==> src/verilog/reset_source_pkg.sv <==
// constants for the reset source controller
package reset_source_pkg;
  localparam logic [7:0] KEY_CAUSE_CLEAR = 8'h71;
  localparam logic [7:0] KEY_PIN_SWITCH = 8'hb2;
  localparam logic [15:0] RESET_VECTOR_ADDR = 16'hfffe;
  localparam int CLK_MHZ = 40;
  localparam int PIN_LOW_MIN_NS = 5000;
  localparam int PIN_LOW_CYCLES = (PIN_LOW_MIN_NS * CLK_MHZ + 999) / 1000;
  localparam int WARMUP_CYCLES = 256;
  localparam int CAUSE_BITS = 5;
  localparam int CAUSE_VOLT = 0;
  localparam int CAUSE_WDT = 1;
  localparam int CAUSE_CLK = 2;
  localparam int CAUSE_TRIM = 3;
  localparam int CAUSE_FLASH = 4;
  localparam logic [CAUSE_BITS-1:0] CAUSE_RESET = 5'h00;
  localparam logic RST_PIN_DISABLE_RESET = 1'b0;
  typedef enum logic [1:0] {ST_RESET, ST_WARMUP, ST_RUN} phase_t;
endpackage
==> src/verilog/reset_source_controller.sv <==
// combines reset sources, runs warm-up, keeps cause status
`timescale 1ns/100ps
module reset_source_controller #(
  parameter int WARMUP_LEN = reset_source_pkg::WARMUP_CYCLES
)(
  input wire logic core_clk,
  input wire logic sys_rst,
  input wire logic por_below_threshold,
  input wire logic shared_reset_port_pin,
  input wire logic volt_detect_event,
  input wire logic wdt_overflow,
  input wire logic clock_deadlock,
  input wire logic trim_corrupt,
  input wire logic flash_standby_access,
  input wire logic trim_load_abnormal,
  input wire logic cause_clear_request_wr,
  input wire logic cause_clear_request_wdata,
  input wire logic reset_pin_disable_wr,
  input wire logic reset_pin_disable_wdata,
  input wire logic key_wr,
  input wire logic [7:0] key_wdata,
  output logic system_reset,
  output logic cpu_hold,
  output logic warmup_active,
  output logic trim_load_en,
  output logic [15:0] fetch_vector_addr,
  output logic [reset_source_pkg::CAUSE_BITS-1:0] reset_cause_status,
  output logic trim_data_error_flag,
  output logic cause_clear_request,
  output logic reset_pin_disable,
  output logic reset_pin_function,
  output logic port_pin_value
);
  import reset_source_pkg::*;

  typedef struct packed {
    phase_t phase;
    logic [15:0] warm_cnt;
    logic [15:0] low_cnt;
    logic pin_rst;
    logic sys_rst_out;
    logic hold;
    logic warm;
    logic [CAUSE_BITS-1:0] cause;
    logic trim_err;
    logic clr_req;
    logic pin_dis_stage;
    logic pin_dis;
    logic pin_fun;
    logic port_val;
    logic [15:0] vec;
    logic [15:0] low_run;
  } state_t;

  state_t cur;
  state_t next_cur;
  logic [CAUSE_BITS-1:0] factors;
  logic ext_reset;
  logic any_reset;

  always_comb
  begin
    factors = '0;
    factors[CAUSE_VOLT] = volt_detect_event;
    factors[CAUSE_WDT] = wdt_overflow;
    factors[CAUSE_CLK] = clock_deadlock;
    factors[CAUSE_TRIM] = trim_corrupt;
    factors[CAUSE_FLASH] = flash_standby_access;
    // a pin reset needs a qualified low level; ORed with power-on
    ext_reset = por_below_threshold || cur.pin_rst;
    any_reset = ext_reset || (|factors);
    next_cur = cur;
    // low must persist 5 us before it counts as a reset
    if (!cur.pin_dis && !shared_reset_port_pin)
    begin
      if (cur.low_cnt >= 16'(PIN_LOW_CYCLES - 1))
        next_cur.pin_rst = 1'b1;
      else
        next_cur.low_cnt = cur.low_cnt + 16'h0001;
    end
    else
    begin
      next_cur.low_cnt = 16'h0000;
      next_cur.pin_rst = 1'b0;
    end
    next_cur.port_val = shared_reset_port_pin;
    // checker helper only: consecutive qualified low samples
    if (reset_pin_disable || shared_reset_port_pin)
      next_cur.low_run = 16'h0000;
    else if (cur.low_run != 16'hffff)
      next_cur.low_run = cur.low_run + 16'h0001;
    case (cur.phase)
      ST_RESET:
      begin
        next_cur.warm_cnt = 16'h0000;
        if (!any_reset)
          next_cur.phase = ST_WARMUP;
      end
      ST_WARMUP:
      begin
        if (any_reset)
        begin
          next_cur.phase = ST_RESET;
          next_cur.warm_cnt = 16'h0000;
        end
        else if (cur.warm_cnt == 16'(WARMUP_LEN - 1))
          next_cur.phase = ST_RUN;
        else
          next_cur.warm_cnt = cur.warm_cnt + 16'h0001;
      end
      ST_RUN:
      begin
        if (any_reset)
          next_cur.phase = ST_RESET;
      end
      default:
        next_cur.phase = ST_RESET;
    endcase
    if (cause_clear_request_wr)
      next_cur.clr_req = cause_clear_request_wdata;
    if (reset_pin_disable_wr)
      next_cur.pin_dis_stage = reset_pin_disable_wdata;
    // other key values leave staged bits untouched
    if (key_wr && key_wdata == KEY_CAUSE_CLEAR && cur.clr_req)
    begin
      next_cur.cause = CAUSE_RESET;
      next_cur.trim_err = 1'b0;
      next_cur.clr_req = 1'b0;
    end
    // a bad load in the clearing cycle still sets the flag
    if (cur.phase == ST_WARMUP && !any_reset && trim_load_abnormal)
      next_cur.trim_err = 1'b1;
    if (key_wr && key_wdata == KEY_PIN_SWITCH)
      next_cur.pin_dis = cur.pin_dis_stage;
    // new events win over a clear in the same cycle
    next_cur.cause = next_cur.cause | factors;
    if (ext_reset)
    begin
      next_cur.cause = CAUSE_RESET;
      next_cur.trim_err = 1'b0;
      next_cur.clr_req = 1'b0;
    end
    if (por_below_threshold)
    begin
      next_cur.pin_dis = RST_PIN_DISABLE_RESET;
      next_cur.pin_dis_stage = RST_PIN_DISABLE_RESET;
    end
    next_cur.pin_fun = !next_cur.pin_dis;
    next_cur.sys_rst_out = (next_cur.phase == ST_RESET);
    next_cur.hold = (next_cur.phase != ST_RUN);
    next_cur.warm = (next_cur.phase == ST_WARMUP);
    next_cur.vec = RESET_VECTOR_ADDR;
  end

  always_ff @(posedge core_clk)
  begin
    if (sys_rst)
    begin
      cur.phase <= ST_RESET;
      cur.warm_cnt <= 16'h0000;
      cur.low_cnt <= 16'h0000;
      cur.pin_rst <= 1'b0;
      cur.sys_rst_out <= 1'b1;
      cur.hold <= 1'b1;
      cur.warm <= 1'b0;
      cur.cause <= CAUSE_RESET;
      cur.trim_err <= 1'b0;
      cur.clr_req <= 1'b0;
      cur.pin_dis_stage <= RST_PIN_DISABLE_RESET;
      cur.pin_dis <= RST_PIN_DISABLE_RESET;
      cur.pin_fun <= ~RST_PIN_DISABLE_RESET;
      cur.port_val <= 1'b1;
      cur.vec <= RESET_VECTOR_ADDR;
      cur.low_run <= 16'h0000;
    end
    else
      cur <= next_cur;
  end

  assign system_reset = cur.sys_rst_out;
  assign cpu_hold = cur.hold;
  assign warmup_active = cur.warm;
  assign trim_load_en = cur.warm;
  assign fetch_vector_addr = cur.vec;
  assign reset_cause_status = cur.cause;
  assign trim_data_error_flag = cur.trim_err;
  assign cause_clear_request = cur.clr_req;
  assign reset_pin_disable = cur.pin_dis;
  assign reset_pin_function = cur.pin_fun;
  assign port_pin_value = cur.port_val;

  a_por_holds_reset: assert property (
    @(posedge core_clk) disable iff (sys_rst)
    por_below_threshold |=> system_reset)
    else $error("power-on level did not hold reset");
  a_por_pin_restore: assert property (
    @(posedge core_clk) disable iff (sys_rst)
    por_below_threshold |=> (!reset_pin_disable && reset_pin_function))
    else $error("pin not reset function after power-on");
  a_or_pin_reset: assert property (
    @(posedge core_clk) disable iff (sys_rst)
    cur.pin_rst |=> (system_reset && cpu_hold))
    else $error("qualified pin reset did not hold the chip");
  a_warmup_after_release: assert property (
    @(posedge core_clk) disable iff (sys_rst)
    (cur.phase == ST_RESET && !any_reset) |=> warmup_active)
    else $error("warm-up did not start at release");

  a_hold_until_run: assert property (
    @(posedge core_clk) disable iff (sys_rst)
    warmup_active |-> cpu_hold)
    else $error("cpu released during warm-up");
  a_reset_holds_cpu: assert property (
    @(posedge core_clk) disable iff (sys_rst)
    system_reset |-> (cpu_hold && !warmup_active))
    else $error("cpu released or warm-up shown during reset");
  a_warm_count_bound: assert property (
    @(posedge core_clk) disable iff (sys_rst)
    warmup_active |-> (cur.warm_cnt < 16'(WARMUP_LEN)))
    else $error("warm-up count beyond its length");
  a_run_after_warmup: assert property (
    @(posedge core_clk) disable iff (sys_rst)
    (warmup_active && !any_reset && cur.warm_cnt == 16'(WARMUP_LEN - 1))
    |=> !cpu_hold)
    else $error("cpu not released after warm-up");

  a_pin_low_reset: assert property (
    @(posedge core_clk) disable iff (sys_rst)
    (cur.low_run >= 16'(PIN_LOW_CYCLES)) |-> cur.pin_rst)
    else $error("long pin low did not reset");
  a_short_low_ignored: assert property (
    @(posedge core_clk) disable iff (sys_rst)
    (cur.low_run < 16'(PIN_LOW_CYCLES)) |-> !cur.pin_rst)
    else $error("short pin low taken as reset");

  a_factor_resets: assert property (
    @(posedge core_clk) disable iff (sys_rst)
    (|factors) |=> (system_reset && cpu_hold))
    else $error("internal factor did not reset");
  a_volt_recorded: assert property (
    @(posedge core_clk) disable iff (sys_rst)
    (volt_detect_event && !ext_reset) |=> reset_cause_status[CAUSE_VOLT])
    else $error("voltage cause not recorded");
  a_factor_recorded: assert property (
    @(posedge core_clk) disable iff (sys_rst)
    (wdt_overflow && !ext_reset) |=> reset_cause_status[CAUSE_WDT])
    else $error("watchdog cause not recorded");
  a_clock_recorded: assert property (
    @(posedge core_clk) disable iff (sys_rst)
    (clock_deadlock && !ext_reset) |=> reset_cause_status[CAUSE_CLK])
    else $error("clock cause not recorded");
  a_trim_recorded: assert property (
    @(posedge core_clk) disable iff (sys_rst)
    (trim_corrupt && !ext_reset) |=> reset_cause_status[CAUSE_TRIM])
    else $error("trim cause not recorded");
  a_flash_recorded: assert property (
    @(posedge core_clk) disable iff (sys_rst)
    (flash_standby_access && !ext_reset)
    |=> reset_cause_status[CAUSE_FLASH])
    else $error("flash cause not recorded");

  a_trim_flag_set: assert property (
    @(posedge core_clk) disable iff (sys_rst)
    (warmup_active && !any_reset && trim_load_abnormal)
    |=> trim_data_error_flag)
    else $error("abnormal trim load not flagged");
  a_trim_load_start: assert property (
    @(posedge core_clk) disable iff (sys_rst)
    (system_reset && !any_reset) |=> trim_load_en)
    else $error("trim load not enabled at warm-up");

  a_ext_clears_cause: assert property (
    @(posedge core_clk) disable iff (sys_rst)
    ext_reset |=> (reset_cause_status == '0 && !trim_data_error_flag))
    else $error("pin or power-on reset left cause status");
  a_cause_sticky: assert property (
    @(posedge core_clk) disable iff (sys_rst)
    (!ext_reset && !key_wr)
    |=> ((reset_cause_status & $past(reset_cause_status))
         == $past(reset_cause_status)))
    else $error("cause bit lost without clear");
  a_key_clears: assert property (
    @(posedge core_clk) disable iff (sys_rst)
    (key_wr && key_wdata == KEY_CAUSE_CLEAR && cause_clear_request
     && factors == '0)
    |=> (reset_cause_status == '0 && !cause_clear_request))
    else $error("keyed clear failed");
  a_clear_needs_request: assert property (
    @(posedge core_clk) disable iff (sys_rst)
    (key_wr && key_wdata == KEY_CAUSE_CLEAR && !cause_clear_request
     && !ext_reset)
    |=> ((reset_cause_status & $past(reset_cause_status))
         == $past(reset_cause_status)))
    else $error("cause cleared without request");
  a_bad_clear_key: assert property (
    @(posedge core_clk) disable iff (sys_rst)
    (key_wr && key_wdata != KEY_CAUSE_CLEAR && !ext_reset)
    |=> ((reset_cause_status & $past(reset_cause_status))
         == $past(reset_cause_status)
         && cause_clear_request == $past(cause_clear_request)))
    else $error("cause changed by wrong key");

  a_pin_disable_key: assert property (
    @(posedge core_clk) disable iff (sys_rst)
    (key_wr && key_wdata == KEY_PIN_SWITCH && !por_below_threshold)
    |=> (reset_pin_disable == $past(cur.pin_dis_stage)
         && reset_pin_function == !$past(cur.pin_dis_stage)))
    else $error("pin switch key not applied");
  a_port_no_reset: assert property (
    @(posedge core_clk) disable iff (sys_rst)
    reset_pin_disable |=> !cur.pin_rst)
    else $error("port pin still resets");
  a_port_value_copy: assert property (
    @(posedge core_clk) disable iff (sys_rst)
    1'b1 |=> (port_pin_value == $past(shared_reset_port_pin)))
    else $error("port value not a copy of the pin");
  a_bad_key_ignored: assert property (
    @(posedge core_clk) disable iff (sys_rst)
    (key_wr && key_wdata != KEY_PIN_SWITCH && !por_below_threshold)
    |=> $stable(reset_pin_disable))
    else $error("pin function changed without key");

  a_warm_restart: assert property (
    @(posedge core_clk) disable iff (sys_rst)
    (warmup_active && any_reset) |=> (system_reset && !warmup_active))
    else $error("reset during warm-up not restarted");
  a_warm_count_fresh: assert property (
    @(posedge core_clk) disable iff (sys_rst)
    (system_reset && !any_reset) |=> (cur.warm_cnt == 16'h0000))
    else $error("warm-up did not start from zero");
  a_vector_constant: assert property (
    @(posedge core_clk) disable iff (sys_rst)
    !cpu_hold |-> (fetch_vector_addr == RESET_VECTOR_ADDR))
    else $error("wrong reset vector at run");

endmodule // reset_source_controller

==> config.mk <==
export PLATFORM = sky130hd
export DESIGN_NAME = reset_source_controller
export DESIGN_NICKNAME = d
export VERILOG_FILES = /design/src/verilog/reset_source_pkg.sv /design/src/verilog/reset_source_controller.sv
export SDC_FILE = /design/constraint.sdc
export NUM_CORES = 1
export LEC_CHECK = 0
export BUFFER_PORTS_ARGS = -buffer_cell sky130_fd_sc_hd__clkbuf_2
export CAP_MARGIN = 20
export CORE_MARGIN = 10
export CORE_UTILIZATION = 52
export DETAILED_ROUTE_END_ITERATION = 10
export PLACE_DENSITY_LB_ADDON = 0.12
export SLEW_MARGIN = 40
export SYNTH_ARGS = -nofsm -noshare
export SYNTH_HDL_FRONTEND = slang
export SYNTH_SLANG_ARGS = --single-unit
==> constraint.sdc <==
create_clock -name core_clk -period 2.22 [get_ports core_clk]
set_input_delay 0.111 -clock core_clk [delete_from_list [all_inputs] [get_ports core_clk]]
set_output_delay 0.111 -clock core_clk [all_outputs]
set_load 0.01 [all_outputs]
==> impl_metrics.xml <==
<?xml version="1.0" encoding="UTF-8"?>
<metrics>
  <group name="worst_setup_path">
    <metric name="endpoint_arrival_time_on_the_critical_path" unit="ps">1990</metric>
    <metric name="worst_setup_path_start_kind" unit="">flop</metric>
    <metric name="crit_path_top_delay_cell" unit="">a2111oi_0</metric>
    <metric name="critical_path.n_buffers_inverters" unit="">0</metric>
    <metric name="crit_required" unit="ps">2410</metric>
    <metric name="rrSetupSlack" unit="ps">410</metric>
    <metric name="timing.setup.critical_path_class" unit="">flop to flop</metric>
    <metric name="cp_cell_sequence" unit="">ha_1 -&gt; a2111oi_0 -&gt; o211a_1 -&gt; nand4_1 -&gt; xor2_1 -&gt; nor2_1</metric>
    <metric name="worstSetupEndpointType" unit="">flop</metric>
    <metric name="critPathTopFamily" unit="">compound AO/OA/AOI/OAI gates</metric>
    <metric name="worstPathMaxFanout" unit="">9</metric>
    <metric name="timing.critical_path.slowest_cell_delay" unit="ps">410</metric>
  </group>
  <group name="sta">
    <metric name="setup-tns-final" unit="ps">0</metric>
    <metric name="final.setup.worst_slack" unit="ps">413.3</metric>
    <metric name="final_hold_viol_count" unit="">0</metric>
    <metric name="setup_viol_count_final" unit="">0</metric>
    <metric name="fin_hold_ws" unit="ps">13.75</metric>
    <metric name="layout_worst_path_cycle_share" unit="">0.8138</metric>
    <metric name="max_freq" unit="MHz">553.5</metric>
    <metric name="finalClockSkew" unit="ps">5.016</metric>
    <metric name="min_period" unit="ps">1807</metric>
    <metric name="unrepaired_setup_endpoints_after_global_routing" unit="">false</metric>
    <metric name="slew_viol_final" unit="">0</metric>
  </group>
  <group name="yosys">
    <metric name="synth-compound-area-share" unit="">0.07471</metric>
    <metric name="synthCells" unit="">242</metric>
    <metric name="ys_dominant_reg_cell" unit="">dfxtp_1</metric>
    <metric name="yosysUniqueCellTypes" unit="">41</metric>
    <metric name="yosys.area.top_type" unit="">dfxtp_1</metric>
    <metric name="synth_xor_xnor_area_share" unit="">0.04828</metric>
    <metric name="mappedNetlistArea" unit="sq um">2177</metric>
    <metric name="adder_and_majority_gate_portion_of_the_synthesized_area" unit="">0.01149</metric>
    <metric name="post_synth_main_area_contributors" unit="">dfxtp_1 (45%), buf_4 (7.6%), nor2_1 (5.2%), mux2i_1 (4.1%), nand2_1 (3.6%)</metric>
    <metric name="synth_top_family_by_area" unit="">simple AND/OR/NAND/NOR gates</metric>
    <metric name="synth-async-reset-ratio" unit="">0</metric>
    <metric name="post_synth_and_or_nand_nor_area_fraction" unit="">0.2713</metric>
    <metric name="synth.avg_cell_area" unit="sq um">8.996</metric>
    <metric name="ys_seq_elements" unit="">49</metric>
    <metric name="synth_seq_area_share" unit="">0.4506</metric>
    <metric name="mux_cell_area_share_after_synthesis" unit="">0.04138</metric>
    <metric name="yosys_warnings" unit="">0</metric>
    <metric name="synth-edff-count" unit="">0</metric>
    <metric name="synth_largest_type_area_fraction" unit="">0.4506</metric>
  </group>
  <group name="finish">
    <metric name="post_layout_nonfiller_instances" unit="">320</metric>
    <metric name="share_of_layout_cells_above_drive_strength_1" unit="">0.1815</metric>
    <metric name="diodes" unit="">0</metric>
    <metric name="syn_to_final_growth" unit="%">8.506</metric>
    <metric name="finish.net_count" unit="">295</metric>
    <metric name="final_cell_area" unit="sq um">2362</metric>
    <metric name="post-route-util" unit="">0.5863</metric>
  </group>
  <group name="outcome">
    <metric name="run_status" unit="">completed</metric>
  </group>
  <group name="detailed_routing">
    <metric name="drt.antenna.violating_nets" unit="">0</metric>
    <metric name="avgRoutedWirePerCell" unit="microns">13.18</metric>
    <metric name="dr_total_vias" unit="">1669</metric>
    <metric name="drt_drc_violations_left" unit="">0</metric>
    <metric name="post_route_wl" unit="mm">4.217</metric>
    <metric name="drt_first_pass_iters" unit="">4</metric>
    <metric name="routed_via_density" unit="">5.216</metric>
    <metric name="drtIter0Drc" unit="">113</metric>
  </group>
  <group name="global_route">
    <metric name="total_routing_usage_reported_by_global_routing" unit="">0.1194</metric>
    <metric name="grt_first_pass_wirelength" unit="mm">7.217</metric>
    <metric name="grt_overflow_total" unit="">0</metric>
    <metric name="grt_start_max_net_pins" unit="">14</metric>
    <metric name="number_of_global_route_vias_before_repair" unit="">1581</metric>
    <metric name="antenna_violations_before_repair" unit="">0</metric>
  </group>
  <group name="clock_network">
    <metric name="cts.hold.buffers_added" unit="">0</metric>
    <metric name="numClockSinks" unit="">49</metric>
    <metric name="cts_root_buf" unit="">clkbuf_8</metric>
    <metric name="postcts_setup_bufs" unit="">0</metric>
    <metric name="post_cts.resized_instances" unit="">0</metric>
    <metric name="clock_latency" unit="ps">300</metric>
    <metric name="cts_made_buffers" unit="">5</metric>
    <metric name="cts-htree-levels" unit="">2</metric>
    <metric name="clk_pin_slew_worst_paths" unit="ps">80</metric>
    <metric name="tritoncts" unit="">done</metric>
    <metric name="ctsLongestPathBuffers" unit="">2</metric>
  </group>
  <group name="place">
    <metric name="numPortBuffers" unit="">36</metric>
    <metric name="place.detailed.instances" unit="">313</metric>
    <metric name="placed_cell_area" unit="sq um">2276</metric>
    <metric name="post-dp-hpwl" unit="mm">3.154</metric>
    <metric name="routability_driven_placement_congestion_ratio" unit="">0.8143</metric>
    <metric name="place_worst_setup_slack" unit="ps">410.0</metric>
  </group>
  <group name="die">
    <metric name="die_area" unit="sq um">7175</metric>
    <metric name="ioPinCount" unit="">53</metric>
    <metric name="die_h" unit="microns">84.71</metric>
    <metric name="floorplan.rows" unit="">23</metric>
    <metric name="die_x" unit="microns">84.71</metric>
    <metric name="initial_utilization" unit="">0.5404</metric>
    <metric name="coreArea" unit="sq um">4029</metric>
  </group>
  <group name="pwr">
    <metric name="fin_total_pwr" unit="mW">1.489</metric>
    <metric name="peakVddDrop" unit="mV">0.3783</metric>
    <metric name="p_per_area" unit="nW/um^2">630.3</metric>
    <metric name="power.static_leakage" unit="nW">0.9874</metric>
  </group>
  <group name="flow_run">
    <metric name="maxCapViolations" unit="">0</metric>
  </group>
  <group name="hold_path">
    <metric name="min-delay-path-class" unit="">input port to flop</metric>
  </group>
</metrics>
power breakdown:
part | total, mW | switching (mW) | internal [mW]
registers | 0.891 | 0.00459 | 0.887
logic | 0.0757 | 0.0460 | 0.0296
clock network | 0.522 | 0.275 | 0.247
kinds of logic (layout without fill, tap and decap cells):
group / Yosys count / in the layout
AO/OA/AOI/OAI: 25 / 25
buffers and inverters: 33 / 47
XOR/XNOR: 12 / 12
adder cells (fa/ha/maj): 2 / 2
AND/OR/NAND/NOR: 110 / 110
other: 2 / 16
flip-flops: 49 / 49
multiplexers: 9 / 9
cell usage in the layout, fill, tap and decap left out, types with 4 or more instances in the layout:
master,count
mux2i_1,9
a21oi_1,12
nor3_1,6
xor2_1,7
dfxtp_1,49
nand2b_1,6
nor2_1,30
or3_1,5
and2_1,9
conb_1,16
nand2_1,21
clkbuf_8,6
nand4_1,9
clkbuf_2,36
xnor2_1,5
and3_1,6
nand3_1,4
worst paths after layout:
check | end | start | cells after the start
worst max-delay path | cur[53] | cur[47] | 6
worst min-delay path | port_pin_value | shared_reset_port_pin | 2
worst max register to register | cur[53] | cur[47] | 6
worst min register to register | cur[60] | cur[60] | 1
synthesized netlist by cell type, types with 2 or more instances:
| cell | count |
|---|---|
| or3_1 | 5 |
| nor2b_1 | 2 |
| and2_1 | 9 |
| a31o_2 | 2 |
| dfxtp_1 | 49 |
| conb_1 | 2 |
| nor4_1 | 2 |
| a311oi_1 | 2 |
| and3_1 | 6 |
| xor2_1 | 7 |
| nand2b_1 | 6 |
| xnor2_1 | 5 |
| and4_1 | 2 |
| buf_4 | 22 |
| mux2i_1 | 9 |
| o21ai_0 | 3 |
| a21oi_1 | 12 |
| nor3_1 | 6 |
| ha_1 | 2 |
| clkbuf_1 | 6 |
| inv_1 | 3 |
| nand4_1 | 9 |
| nor2_1 | 30 |
| nand3_1 | 4 |
| nand2_1 | 21 |
routing by layer:
| metal | part of all wire | global-route usage | routed length (microns) |
|---|---|---|---|
| met3 | 0.10 | 0.06280 | 428 |
| met1 | 0.48 | 0.1483 | 2033 |
| met2 | 0.40 | 0.1702 | 1695 |
| met4 | 0.014 | 0.04491 | 60 |
| met5 | 0 | 0 | 0 |
flip-flops by register name (all words and copies together) (netlist names):
| signal | flops |
|---|---|
| reset_pin_function | 1 |
| cpu_hold | 1 |
| reset_pin_disable | 1 |
| cur | 36 |
| trim_load_en | 1 |
| trim_data_error_flag | 1 |
| cause_clear_request | 1 |
| port_pin_value | 1 |
| system_reset | 1 |
| reset_cause_status | 5 |
final cells by class:
type / count / area, sq um
sequential: 49 / 980.9
timing repair buffer: 37 / 187.7
fill: 380 / 1667
inverter: 3 / 11.26
clock buffer: 7 / 86.33
tap: 50 / 62.56
multi-input combinational: 174 / 1033
Power figures use the tool's default switching activity.
